$ cat src/verilog/rdmwc_pkg.sv
// ---------------------------------------------------------------------------
// Shared constants for the receive DMA write command selection
// ---------------------------------------------------------------------------
package rdmwc_pkg;

    // Configuration space offsets (byte addresses)
    localparam logic [7:0] CFG_CMD_OFS = 8'h04; // Command register
    localparam logic [7:0] CFG_CLS_OFS = 8'h0C; // Cache line size register

    // Command register field position
    localparam int CMD_MWI_BIT = 4; // Invalidate enable bit

    // Reset values
    localparam logic [7:0] CLS_RESET = 8'h00; // Cache line size after reset
    localparam logic MWI_EN_RESET = 1'b0;    // Invalidate disabled after reset

    // Cache line sizes in doublewords that allow invalidate bursts
    localparam logic [7:0] CLS_SMALL = 8'h08;
    localparam logic [7:0] CLS_LARGE = 8'h10;

    // Bus command codes
    localparam logic [3:0] BUS_CMD_MW = 4'h7;  // Memory write
    localparam logic [3:0] BUS_CMD_MWI = 4'hF; // Memory write and invalidate
    localparam logic [3:0] BUS_CMD_DAC = 4'hD; // Dual address cycle

    // Byte enables, active low, all lanes on
    localparam logic [3:0] BE_ALL_N = 4'h0;

    // Address step per doubleword transfer
    localparam logic [63:0] ADDR_STEP = 64'h0000_0000_0000_0004;

    // Master state machine, Gray coded from ST_IDLE to ST_TURN along the dual address path
    typedef enum logic [2:0] {
        ST_IDLE = 3'h0,
        ST_REQ = 3'h1,
        ST_ADLO = 3'h3,
        ST_ADHI = 3'h2,
        ST_DATA = 3'h6,
        ST_TURN = 3'h7
    } rdmwc_state_t;

endpackage

$ cat src/verilog/rdmwc_cmd_sel.sv
`timescale 1ns/1ps
// ---------------------------------------------------------------------------
// Burst command and length decision
// ---------------------------------------------------------------------------
module rdmwc_cmd_sel #(
    parameter int LEN_W = 16,
    parameter int LVL_W = 7
) (
    input wire logic [7:0] i_cls,
    input wire logic i_mwi_en,
    input wire logic [5:0] i_addr_lo,
    input wire logic [LEN_W-1:0] i_total,
    input wire logic [LVL_W-1:0] i_level,
    output logic o_use_mwi,
    output logic [LEN_W-1:0] o_len
);

    logic cls_ok;            // Line size is one of the two usable values
    logic [7:0] offs;        // Doubleword offset inside the line
    logic [LEN_W-1:0] to_bnd; // Doublewords up to the next line boundary
    logic [LEN_W-1:0] lvl;   // Data available, widened
    logic [LEN_W-1:0] cls_w; // Line size, widened
    logic [LEN_W-1:0] len;   // Plain write length

    // Decide command and burst length from the current conditions
    always_comb begin
        cls_ok = (i_cls == rdmwc_pkg::CLS_SMALL) || (i_cls == rdmwc_pkg::CLS_LARGE);
        if (i_cls == rdmwc_pkg::CLS_LARGE) begin
            offs = {4'h0, i_addr_lo[5:2]};
        end else begin
            offs = {5'h00, i_addr_lo[4:2]};
        end
        cls_w = LEN_W'(i_cls);
        to_bnd = cls_w - LEN_W'(offs);
        lvl = LEN_W'(i_level);
        // All four conditions plus enough work left for a whole line
        o_use_mwi = cls_ok && i_mwi_en && (offs == 8'h00) && (lvl >= cls_w) && (i_total >= cls_w);
        len = i_total;
        if (lvl < len) begin
            len = lvl;
        end
        // Partial lines stop at the boundary so the next burst can be aligned
        if (cls_ok && (to_bnd < len)) begin
            len = to_bnd;
        end
        o_len = o_use_mwi ? cls_w : len;
    end

endmodule

$ cat src/verilog/rdmwc_rx_dma_wr.sv
`timescale 1ns/1ps
module rdmwc_rx_dma_wr #(
    parameter int LEN_W = 16,
    parameter int LVL_W = 7
) (
    input wire logic i_core_clk,
    input wire logic i_resetn,
    // Configuration space access
    input wire logic i_cfg_wr,
    input wire logic i_cfg_rd,
    input wire logic [7:0] i_cfg_addr,
    input wire logic [3:0] i_cfg_be,
    input wire logic [31:0] i_cfg_wdata,
    output logic [31:0] o_cfg_rdata,
    // Receive DMA request
    input wire logic i_dma_start,
    input wire logic [63:0] i_dma_addr,
    input wire logic [LEN_W-1:0] i_dma_len,
    output logic o_dma_ready,
    output logic o_dma_done,
    // Receive FIFO, show-ahead
    input wire logic [31:0] i_fifo_data,
    input wire logic [LVL_W-1:0] i_fifo_level,
    output logic o_fifo_pop,
    // Bus master pins
    output logic o_req_n,
    input wire logic i_gnt_n,
    output logic [31:0] o_ad,
    output logic o_ad_oe_n,
    output logic [3:0] o_cbe_n,
    output logic o_cbe_oe_n,
    output logic o_frame_n,
    output logic o_frame_oe_n,
    output logic o_irdy_n,
    output logic o_irdy_oe_n,
    input wire logic i_trdy_n,
    input wire logic i_stop_n
);

    // -----------------------------------------------------------------------
    // Configuration registers
    // -----------------------------------------------------------------------
    logic [7:0] cls_q, cls_d;         // Cache line size in doublewords
    logic mwi_en_q, mwi_en_d;         // Invalidate enable
    logic [31:0] rdata_q, rdata_d;    // Read data

    // Decode writes and reads
    always_comb begin
        cls_d = cls_q;
        mwi_en_d = mwi_en_q;
        rdata_d = rdata_q;
        if (i_cfg_wr && i_cfg_be[0]) begin
            if (i_cfg_addr == rdmwc_pkg::CFG_CLS_OFS) begin
                cls_d = i_cfg_wdata[7:0];
            end else if (i_cfg_addr == rdmwc_pkg::CFG_CMD_OFS) begin
                mwi_en_d = i_cfg_wdata[rdmwc_pkg::CMD_MWI_BIT];
            end
        end
        if (i_cfg_rd) begin
            if (i_cfg_addr == rdmwc_pkg::CFG_CLS_OFS) begin
                rdata_d = {24'h00_0000, cls_q};
            end else if (i_cfg_addr == rdmwc_pkg::CFG_CMD_OFS) begin
                rdata_d = 32'(mwi_en_q) << rdmwc_pkg::CMD_MWI_BIT;
            end else begin
                rdata_d = 32'h0000_0000; // Unmapped offsets read zero
            end
        end
    end

    // Register configuration state
    always_ff @(posedge i_core_clk or negedge i_resetn) begin
        if (!i_resetn) begin
            cls_q <= rdmwc_pkg::CLS_RESET;
            mwi_en_q <= rdmwc_pkg::MWI_EN_RESET;
            rdata_q <= 32'h0000_0000;
        end else begin
            cls_q <= cls_d;
            mwi_en_q <= mwi_en_d;
            rdata_q <= rdata_d;
        end
    end

    assign o_cfg_rdata = rdata_q;

    // -----------------------------------------------------------------------
    // Burst decision
    // -----------------------------------------------------------------------
    logic held_q, held_d;              // Data word loaded but not yet sent
    logic [31:0] hdata_q, hdata_d;     // Word kept for resend after a stop
    logic [LEN_W-1:0] remld_q, remld_d; // Words not yet taken from the FIFO
    logic [63:0] addr_q, addr_d;       // Address of next transfer
    logic [LEN_W-1:0] total;           // Words still owed to memory
    logic [LVL_W-1:0] eff_level;       // FIFO words plus the held word
    logic sel_mwi;                     // Invalidate allowed for next burst
    logic [LEN_W-1:0] sel_len;         // Length of next burst

    assign total = remld_q + LEN_W'(held_q);
    assign eff_level = i_fifo_level + LVL_W'(held_q);

    rdmwc_cmd_sel #(
        .LEN_W(LEN_W),
        .LVL_W(LVL_W)
    ) u_sel (
        .i_cls(cls_q),
        .i_mwi_en(mwi_en_q),
        .i_addr_lo(addr_q[5:0]),
        .i_total(total),
        .i_level(eff_level),
        .o_use_mwi(sel_mwi),
        .o_len(sel_len)
    );

    // -----------------------------------------------------------------------
    // Master state machine
    // -----------------------------------------------------------------------
    rdmwc_pkg::rdmwc_state_t state_q, state_d;
    logic [LEN_W-1:0] cnt_q, cnt_d;    // Words of burst still to load
    logic mwi_q, mwi_d;                // Current burst uses invalidate
    logic dac_q, dac_d;                // Current burst needs two address phases
    logic [3:0] cmd_q, cmd_d;          // Current burst command
    logic [7:0] bcls_q, bcls_d;        // Line size the burst started with
    logic [31:0] ad_q, ad_d;
    logic ad_oe_n_q, ad_oe_n_d;
    logic [3:0] cbe_q, cbe_d;
    logic cbe_oe_n_q, cbe_oe_n_d;
    logic frame_n_q, frame_n_d;
    logic frame_oe_n_q, frame_oe_n_d;
    logic irdy_n_q, irdy_n_d;
    logic irdy_oe_n_q, irdy_oe_n_d;
    logic req_n_q, req_n_d;
    logic done_q, done_d;
    logic pop;                         // Take head word from the FIFO
    logic xfer;                        // Data phase completes this cycle
    logic cont;                        // Next line may follow in this burst

    // Next values for the bus master
    always_comb begin
        state_d = state_q;
        cnt_d = cnt_q;
        mwi_d = mwi_q;
        dac_d = dac_q;
        cmd_d = cmd_q;
        bcls_d = bcls_q;
        ad_d = ad_q;
        ad_oe_n_d = ad_oe_n_q;
        cbe_d = cbe_q;
        cbe_oe_n_d = cbe_oe_n_q;
        frame_n_d = frame_n_q;
        frame_oe_n_d = frame_oe_n_q;
        irdy_n_d = irdy_n_q;
        irdy_oe_n_d = irdy_oe_n_q;
        req_n_d = req_n_q;
        done_d = 1'b0;
        held_d = held_q;
        hdata_d = hdata_q;
        remld_d = remld_q;
        addr_d = addr_q;
        pop = 1'b0;
        xfer = 1'b0;
        // All conditions must still hold for a whole further line
        cont = mwi_en_q && (cls_q == bcls_q) && (remld_q > LEN_W'(cls_q))
            && (LEN_W'(i_fifo_level) > LEN_W'(cls_q));
        case (state_q)
            rdmwc_pkg::ST_IDLE: begin
                ad_oe_n_d = 1'b1;
                cbe_oe_n_d = 1'b1;
                frame_oe_n_d = 1'b1;
                irdy_oe_n_d = 1'b1;
                // New buffer only when nothing is pending
                if (i_dma_start && (total == '0)) begin
                    addr_d = i_dma_addr;
                    remld_d = i_dma_len;
                end else if ((total != '0) && (eff_level != '0)) begin
                    req_n_d = 1'b0;
                    state_d = rdmwc_pkg::ST_REQ;
                end
            end
            rdmwc_pkg::ST_REQ: begin
                if (!i_gnt_n) begin
                    // Command fixed from conditions at the first address phase
                    mwi_d = sel_mwi;
                    cmd_d = sel_mwi ? rdmwc_pkg::BUS_CMD_MWI : rdmwc_pkg::BUS_CMD_MW;
                    cnt_d = sel_len;
                    bcls_d = cls_q;
                    dac_d = (addr_q[63:32] != 32'h0000_0000);
                    ad_d = addr_q[31:0];
                    cbe_d = (addr_q[63:32] != 32'h0000_0000) ? rdmwc_pkg::BUS_CMD_DAC
                        : (sel_mwi ? rdmwc_pkg::BUS_CMD_MWI : rdmwc_pkg::BUS_CMD_MW);
                    ad_oe_n_d = 1'b0;
                    cbe_oe_n_d = 1'b0;
                    frame_n_d = 1'b0;
                    frame_oe_n_d = 1'b0;
                    irdy_n_d = 1'b1;
                    irdy_oe_n_d = 1'b0;
                    req_n_d = 1'b1;
                    state_d = rdmwc_pkg::ST_ADLO;
                end
            end
            rdmwc_pkg::ST_ADLO, rdmwc_pkg::ST_ADHI: begin
                if ((state_q == rdmwc_pkg::ST_ADLO) && dac_q) begin
                    ad_d = addr_q[63:32];
                    cbe_d = cmd_q;
                    state_d = rdmwc_pkg::ST_ADHI;
                end else begin
                    // First data word: the held word wins over the FIFO
                    if (!held_q) begin
                        ad_d = i_fifo_data;
                        pop = 1'b1;
                        remld_d = remld_q - LEN_W'(1);
                    end else begin
                        ad_d = hdata_q;
                    end
                    held_d = 1'b0;
                    cnt_d = cnt_q - LEN_W'(1);
                    frame_n_d = (cnt_q == LEN_W'(1));
                    cbe_d = rdmwc_pkg::BE_ALL_N;
                    irdy_n_d = 1'b0;
                    state_d = rdmwc_pkg::ST_DATA;
                end
            end
            rdmwc_pkg::ST_DATA: begin
                xfer = !i_trdy_n;
                if (xfer) begin
                    addr_d = addr_q + rdmwc_pkg::ADDR_STEP;
                end
                if (xfer && !frame_n_q && i_stop_n) begin
                    // Load the next word while the burst goes on
                    ad_d = i_fifo_data;
                    pop = 1'b1;
                    remld_d = remld_q - LEN_W'(1);
                    if (mwi_q && (cnt_q == LEN_W'(1)) && cont) begin
                        cnt_d = LEN_W'(bcls_q);
                        frame_n_d = 1'b0;
                    end else begin
                        cnt_d = cnt_q - LEN_W'(1);
                        frame_n_d = (cnt_q == LEN_W'(1));
                    end
                end else if (xfer || !i_stop_n) begin
                    // Last phase done or target termination accepted
                    held_d = !xfer;
                    hdata_d = ad_q;
                    frame_n_d = 1'b1;
                    irdy_n_d = 1'b1;
                    state_d = rdmwc_pkg::ST_TURN;
                end
            end
            rdmwc_pkg::ST_TURN: begin
                ad_oe_n_d = 1'b1;
                cbe_oe_n_d = 1'b1;
                frame_oe_n_d = 1'b1;
                irdy_oe_n_d = 1'b1;
                done_d = (total == '0);
                state_d = rdmwc_pkg::ST_IDLE;
            end
            default: begin
                state_d = rdmwc_pkg::ST_IDLE;
            end
        endcase
    end

    // Register bus master state
    always_ff @(posedge i_core_clk or negedge i_resetn) begin
        if (!i_resetn) begin
            state_q <= rdmwc_pkg::ST_IDLE;
            cnt_q <= '0;
            mwi_q <= 1'b0;
            dac_q <= 1'b0;
            cmd_q <= rdmwc_pkg::BUS_CMD_MW;
            bcls_q <= rdmwc_pkg::CLS_RESET;
            ad_q <= 32'h0000_0000;
            ad_oe_n_q <= 1'b1;
            cbe_q <= rdmwc_pkg::BE_ALL_N;
            cbe_oe_n_q <= 1'b1;
            frame_n_q <= 1'b1;
            frame_oe_n_q <= 1'b1;
            irdy_n_q <= 1'b1;
            irdy_oe_n_q <= 1'b1;
            req_n_q <= 1'b1;
            done_q <= 1'b0;
            held_q <= 1'b0;
            hdata_q <= 32'h0000_0000;
            remld_q <= '0;
            addr_q <= 64'h0000_0000_0000_0000;
        end else begin
            state_q <= state_d;
            cnt_q <= cnt_d;
            mwi_q <= mwi_d;
            dac_q <= dac_d;
            cmd_q <= cmd_d;
            bcls_q <= bcls_d;
            ad_q <= ad_d;
            ad_oe_n_q <= ad_oe_n_d;
            cbe_q <= cbe_d;
            cbe_oe_n_q <= cbe_oe_n_d;
            frame_n_q <= frame_n_d;
            frame_oe_n_q <= frame_oe_n_d;
            irdy_n_q <= irdy_n_d;
            irdy_oe_n_q <= irdy_oe_n_d;
            req_n_q <= req_n_d;
            done_q <= done_d;
            held_q <= held_d;
            hdata_q <= hdata_d;
            remld_q <= remld_d;
            addr_q <= addr_d;
        end
    end

    // -----------------------------------------------------------------------
    // Outputs
    // -----------------------------------------------------------------------
    assign o_fifo_pop = pop;
    assign o_dma_ready = (state_q == rdmwc_pkg::ST_IDLE) && (total == '0);
    assign o_dma_done = done_q;
    assign o_req_n = req_n_q;
    assign o_ad = ad_q;
    assign o_ad_oe_n = ad_oe_n_q;
    assign o_cbe_n = cbe_q;
    assign o_cbe_oe_n = cbe_oe_n_q;
    assign o_frame_n = frame_n_q;
    assign o_frame_oe_n = frame_oe_n_q;
    assign o_irdy_n = irdy_n_q;
    assign o_irdy_oe_n = irdy_oe_n_q;

endmodule

$ cat config.mk
export PLATFORM = sky130hd
export DESIGN_NAME = rdmwc_rx_dma_wr
export DESIGN_NICKNAME = d
export VERILOG_FILES = /design/src/verilog/rdmwc_pkg.sv /design/src/verilog/rdmwc_cmd_sel.sv /design/src/verilog/rdmwc_rx_dma_wr.sv
export SDC_FILE = /design/constraint.sdc
export NUM_CORES = 1
export LEC_CHECK = 0
export ABC_AREA = 1
export BUFFER_PORTS_ARGS = -buffer_cell sky130_fd_sc_hd__buf_2
export CAP_MARGIN = 20
export CORE_MARGIN = 4
export CORE_UTILIZATION = 30
export CTS_CLUSTER_SIZE = 20
export DETAILED_ROUTE_END_ITERATION = 7
export PLACE_DENSITY = 0.58
export SKIP_CTS_REPAIR_TIMING = 1
export SLEW_MARGIN = 10
export SYNTH_ARGS = -nofsm -noshare
export SYNTH_HDL_FRONTEND = slang
export SYNTH_HIERARCHICAL = 1
export SYNTH_SLANG_ARGS = --single-unit
$ cat constraint.sdc
create_clock -name i_core_clk -period 4.7 [get_ports i_core_clk]
set_clock_uncertainty 0.15 [all_clocks]
set_input_delay 1.41 -clock i_core_clk [delete_from_list [all_inputs] [get_ports i_core_clk]]
set_output_delay 1.41 -clock i_core_clk [all_outputs]
set_load 0.03 [all_outputs]
==> results of run 1 <==
-- metal layers --
layer	vias to the layer above	GRT usage (%)	share of wire [%]	wire length, um
li1	7957	-	-	-
met1	7699	28.10	44	26810
met2	495	36.44	47	28910
met3	97	2.917	4.8	2953
met4	0	8.934	4.1	2517
met5	-	0	0	0
-- final timing paths --
kind | startpoint | end | slack [ns]
min in group asynchronous | i_resetn | cls_q[5] | 0.81
max in group asynchronous | i_resetn | o_req_n | 2.67
min reg2reg | o_cfg_rdata[4] | o_cfg_rdata[4] | 0.34
max | i_fifo_level[0] | cnt_q[3] | 0.09
min | o_cfg_rdata[4] | o_cfg_rdata[4] | 0.34
max reg2reg | cls_q[0] | cnt_q[3] | 0.27
-- state kept, by name (all words and copies together), names as in the netlist, named ones only --
name         count
o_irdy_n         1
dac_q            1
o_req_n          1
mwi_en_q         1
held_q           1
hdata_q         32
cls_q            8
o_frame_n        1
o_dma_done       1
state_q          2
o_cbe_n          3
cmd_q            1
cnt_q           16
o_cfg_rdata      8
o_ad            32
remld_q         16
o_irdy_oe_n      1
addr_q          64
bcls_q           8
-- stage by stage --
stage | std cells | instance area (um2)
final | 3258 | 18190
after global routing | 3258 | 18190
after detailed placement | 3216 | 17330
after CTS | 3248 | 17940
after floorplan | 2404 | 15690
after global placement | 3216 | 17330
-- power by group through the flow --
stage               combinational (W)  sequential [W]  clock (W)
floorplan                     0.00432         0.00340          0
global placement              0.00623         0.00349          0
detailed placement            0.00635         0.00351          0
CTS                           0.00637         0.00348    0.00161
global route                  0.00728         0.00359    0.00167
finish                        0.00648         0.00350    0.00157
-- layout make-up --
cell class | count | area [um2]
repair buffers | 262 | 1558
multi-input cells | 1836 | 9251
clock inverters | 14 | 176.4
flip-flops and latches | 199 | 4985
fillers | 5591 | 33110
inverters | 249 | 939.7
clock buffers | 18 | 429.2
well taps | 680 | 850.8
-- cells in the mapped netlist, drive strengths merged --
| library cell | n |
|---|---|
| conb | 3 |
| nor2 | 252 |
| o21bai | 4 |
| clkinv | 3 |
| nor3 | 45 |
| nor4 | 13 |
| xor2 | 51 |
| nor3b | 1 |
| a221oi | 6 |
| nand2 | 816 |
| and2 | 2 |
| o22ai | 14 |
| xnor2 | 16 |
| inv | 246 |
| nand4 | 31 |
| dfstp | 4 |
| dfrtp | 195 |
| fa | 1 |
| and3 | 1 |
| or2 | 3 |
| o21ai | 182 |
| a31oi | 10 |
| ha | 60 |
| mux2 | 6 |
| buf | 68 |
| a21oi | 75 |
| o211ai | 3 |
| a21boi | 2 |
| a32oi | 12 |
| a21o | 3 |
| a211oi | 6 |
| nand3 | 165 |
| o31ai | 6 |
| clkbuf | 53 |
| nand3b | 5 |
| o21a | 5 |
| a22oi | 1 |
-- kinds of logic (layout without fill, tap and decap cells) --
logic type / after synthesis / in the layout
flip-flops: 199 / 199
multiplexers: 6 / 6
adder cells (fa/ha/maj): 61 / 61
AND/OR/NAND/NOR: 1334 / 1335
other: 3 / 38
AO/OA/AOI/OAI: 329 / 329
buffers and inverters: 370 / 543
XOR/XNOR: 67 / 67
-- critical path, delay by kind of cell --
| family | cells | cell delay, ns |
|---|---|---|
| compound gates | 5 | 0.76 |
| xor+xnor | 1 | 0.16 |
| fa+ha+maj | 4 | 0.88 |
| simple gates | 13 | 0.99 |
| buf+inv | 6 | 0.61 |
==> summary.md, run 1 <==
| Metric | Value |
|---|---|
| Run status | `complete, no violations` |
| H-tree levels | `4` |
| CTS buffer count | `17` |
| Comb power frac | `56.1%` |
| CTS Buffer Depth | `2` |
| Die W | `235.4 um` |
| Setup ws final | `0.08660 ns` |
| Gpl congestion | `0.9707` |
| Yosys Warn Count | `6` |
| Power Internal | `0.005296 W` |
| Worst path required time | `4.93 ns` |
| Starting Density | `30.24%` |
| Mapped Cells | `2,369` |
| Commonest non-fill, non-tap cells in the layout | `nand2_1, nor2_1, inv_1, dfrtp_1, buf_2` |
| Post-Route WL | `61.19 mm` |
| Yosys reg bits | `199` |
| Finish-stage setup viols | `0` |
| First-pass GRT wire length | `93.62 mm` |
| WL per Instance | `18.78 um` |
| Synth unique cells | `57` |
| Total track usage | `21.66%` |
| Post-Place Setup Slack | `-0.5160 ns` |
| Post-synthesis compound-gate area fraction | `11.75%` |
| Post-layout min period | `4.613 ns` |
| Largest net degree at the start of global routing | `83` |
| Core area | `51,300 um2` |
| Slew Limit Fails | `0` |
| Hold Slack | `0.3396 ns` |
| Clock power share | `13.6%` |
| Hold path cells | `1` |
| DP HPWL | `48.59 mm` |
| Area of the mapped netlist | `15,510 um2` |
| Crit share post-route | `98.16%` |
| R2R depth | `22` |
| Commonest non-fill, non-tap cell in the layout | `nand2_1` |
| Synth top area share | `31.45%` |
| Sequential power share | `30.3%` |
| Routed Antenna Nets | `0` |
| Max Clock Freq | `216.8 MHz` |
| Layout Utilization | `35.46%` |
| Syn-to-layout area delta | `17.25%` |
| Top cell type by total area after synthesis | `dfrtp_1` |
| Vias in the first global route | `15,772` |
| Hold Crit Class | `reg2reg` |
| Post-Synth Simple-Gate Area | `36.45%` |
| Via count | `16,248` |
| Main combinational cell family by area after synthesis | `simple AND/OR/NAND/NOR gates` |
| Final hold viol count | `0` |
| Ant diodes | `0` |
| Clk_lat worst skew | `0.50 ns` |
| Syn avg cell area | `6.549 um2` |
| Startpoint types | `input pin` |
| Net Sw Frac | `54.11%` |
| Initial drt markers | `1,076` |
| RSZ-0062 raised after global routing | `yes` |
| Worst setup EP type | `register` |
| Drt pass-1 iters | `5` |
| Grt total ovfl | `0` |
| Seq/Total Area, Yosys | `32.13%` |
| Initial antenna violation count | `1` |
| Sw Pwr | `0.006244 W` |
| Synth area leaders | `dfrtp_1, nand2_1, nor2_1, o21ai_0, inv_1` |
| Tightest Pin Transition | `1.063 ns` |
| CTS tree | `done` |
| CP peak stage delay | `0.30 ns` |
| Top-level I/O count | `249` |
| CP max-delay cell | `ha_1` |
| Pwr Total | `0.01154 W` |
| Max_slew headroom | `29.11%` |
| Die ar. | `55,410 um2` |
| CP arrival | `4.84 ns` |
| Die height | `235.4 um` |
| Clock sink total | `199` |
| Root Buffer Master | `clkbuf_16` |
| VDD IR max | `0.3593 mV` |
| Crit path max fanout | `5` |
| Pleak | `9.060 nW` |
| Top cell by count, worst path | `nand2_1` |
| CTS clock-pin slew for the worst setup and hold paths | `0.08 ns` |
| Post-synthesis mux area share | `0.4355%` |
| DR vias/cell | `4.987` |
| Worst Path Class, Setup | `in2reg` |
| Nets | `2,797` |
| Share of layout cells above drive strength 1 | `15.01%` |
| PD cells | `634.4 nW/um2` |
| Port bufs | `197` |
| Synth Area in XOR/XNOR | `3.831%` |
| Adder-cell area share of the yosys netlist | `4.968%` |
| Max_cap viols | `0` |
| DR DRC count | `0` |
| Setup TNS Final | `0 ns` |
| # rows | `83` |
(Power assumes the default switching activity.)
==> run 2, diff against run 1 <==
RECOVER_POWER = 25   (was default)
==> run 2 against run 1 <==
Effect of this change: the flow now finishes with violations (max-capacitance violations, max-slew violations); worst setup slack lost 0.014 ns; sequential share of layout area barely moved; core utilization hardly changed; flip-flop and latch count stayed put; critical path depth did not move; power barely moved; register-to-register slack about the same; combinational power about the same; critical path type unchanged; critical endpoint unchanged.
==> summary.md, run 2 (synthesized netlist as in run 1, its figures left out) <==
| Metric | Value |
|---|---|
| Gpl congestion | `0.9707` |
| Die W | `235.4 um` |
| CP arrival | `4.86 ns` |
| Fillers | `5,593` |
| Routed Antenna Nets | `0` |
| Hold Crit Class | `reg2reg` |
| Drt pass-1 iters | `5` |
| DR vias/cell | `4.988` |
| RSZ-0062 raised after global routing | `yes` |
| Via count | `16,252` |
| Crit path max fanout | `5` |
| Final hold viol count | `0` |
| Max Clock Freq | `216.1 MHz` |
| Pleak | `9.051 nW` |
| CTS clock-pin slew for the worst setup and hold paths | `0.08 ns` |
| Share of layout cells above drive strength 1 | `15.01%` |
| Initial drt markers | `1,094` |
| Slew Limit Fails | `82` |
| H-tree levels | `4` |
| CP Buf/Inv Count | `6` |
| CTS buffer count | `17` |
| Max_cap viols | `1` |
| Placed Cells | `3,216` |
| Layout Cells excl Fill | `3,258` |
| DR DRC count | `0` |
| Pwr Total | `0.01154 W` |
| Startpoint types | `input pin` |
| Failing checks | `max-capacitance violations, max-slew violations` |
| Nets | `2,797` |
| Crit share post-route | `98.46%` |
| CP peak stage delay | `0.30 ns` |
| CTS tree | `done` |
| Placed cell areas | `17,330 um2` |
| Max_slew headroom | `-58.53%` |
| PD cells | `635.2 nW/um2` |
| CTS Buffer Depth | `2` |
| Top cell by count, worst path | `nand2_1` |
| Setup ws final | `0.07229 ns` |
| Register with the most flip-flops | `addr_q` |
| Total track usage | `21.66%` |
| Worst Path Class, Setup | `in2reg` |
| Worst path required time | `4.93 ns` |
| Largest net degree at the start of global routing | `83` |
| Die ar. | `55,410 um2` |
| Ant diodes | `0` |
| Run status | `complete, but fails checks` |
| WL per Instance | `18.79 um` |
| Starting Density | `30.24%` |
| Clk_lat worst skew | `0.51 ns` |
| First-pass GRT wire length | `93.62 mm` |
| Vias in the first global route | `15,772` |
| DP HPWL | `48.59 mm` |
| Finish-stage setup viols | `0` |
| Root Buffer Master | `clkbuf_16` |
| Tightest Pin Transition | `2.378 ns` |
| Clock sink total | `199` |
| Worst setup EP type | `register` |
| # rows | `83` |
| Layout Utilization | `35.41%` |
| Initial antenna violation count | `1` |
| Largest register FFs | `64` |
| Syn-to-layout area delta | `17.10%` |
| Grt total ovfl | `0` |
| Cell area after layout | `18,170 um2` |
| Die height | `235.4 um` |
| VDD IR max | `0.3612 mV` |
| Commonest non-fill, non-tap cell in the layout | `nand2_1` |
| Kind of cell adding the most delay to the critical path | `simple AND/OR/NAND/NOR gates` |
| Post-Place Setup Slack | `-0.5160 ns` |
| Top-level I/O count | `249` |
| Core area | `51,300 um2` |
| Commonest non-fill, non-tap cells in the layout | `nand2_1, nor2_1, inv_1, dfrtp_1, buf_2` |
| Post-Route WL | `61.23 mm` |
| Post-layout min period | `4.628 ns` |
| Port bufs | `197` |
| CP max-delay cell | `ha_1` |
-- run 2: cell types whose count changed in the layout (fill, tap and decap cells not counted) --
cell      previous run  this run
or2_0                0         1
buf_12               3         2
or2_1                2         1
clkbuf_2             0         2
clkbuf_8             1         0
-- run 2: power breakdown --
group / switching, W / leakage (nW) / internal, W
registers: 0.000994 / 2.42 / 0.00250
logic: 0.00445 / 6.34 / 0.00203
clock network: 0.000799 / 0.289 / 0.000764
total: 0.00624 / 9.05 / 0.00529
-- run 2: cell type report --
class	count	area (um2)	share of cell area, %
tap	680	850.8	4.684
inverter	249	939.7	5.173
clock inverter	14	176.4	0.9711
clock buffer	18	429.2	2.362
multi-input combinational	1836	9251	50.93
timing repair buffer	262	1534	8.444
sequential	199	4985	27.44
-- run 2: worst paths after layout --
check | from | endpoint | depth (start not counted) | slack, ns
min in group asynchronous | i_resetn | remld_q[2] | 1 | 1.41
worst min register to register | hdata_q[26] | hdata_q[26] | 2 | 0.34
worst min-delay path | hdata_q[26] | hdata_q[26] | 2 | 0.34
worst max-delay path | i_fifo_level[0] | cnt_q[3] | 29 | 0.07
max in group asynchronous | i_resetn | addr_q[59] | 2 | 0.89
worst max register to register | cls_q[0] | cnt_q[3] | 22 | 0.28
-- run 2: per-layer routing --
metal,global-route usage [%],part of all wire (%)
met5,0,0
met4,8.934,4.0
met3,2.917,4.5
met2,36.44,47
met1,28.10,44
-- run 2: stage by stage --
step	TNS (ns)	hold WS, ns
floorplan	-0.06566	0.2991
global placement	-2.908	0.3170
detailed placement	-3.518	0.3247
CTS	0	0.3459
global route	-0.8473	0.3543
finish	0	0.3398
-- run 2: worst reg2reg max path, delay by kind of cell (launching register included) --
| kind | cells | cell delay, ns |
|---|---|---|
| compound gates | 4 | 0.61 |
| xor+xnor | 1 | 0.28 |
| buf+inv | 2 | 0.21 |
| simple gates | 13 | 1.93 |
| fa+ha+maj | 2 | 0.62 |
| flops | 1 | 0.50 |
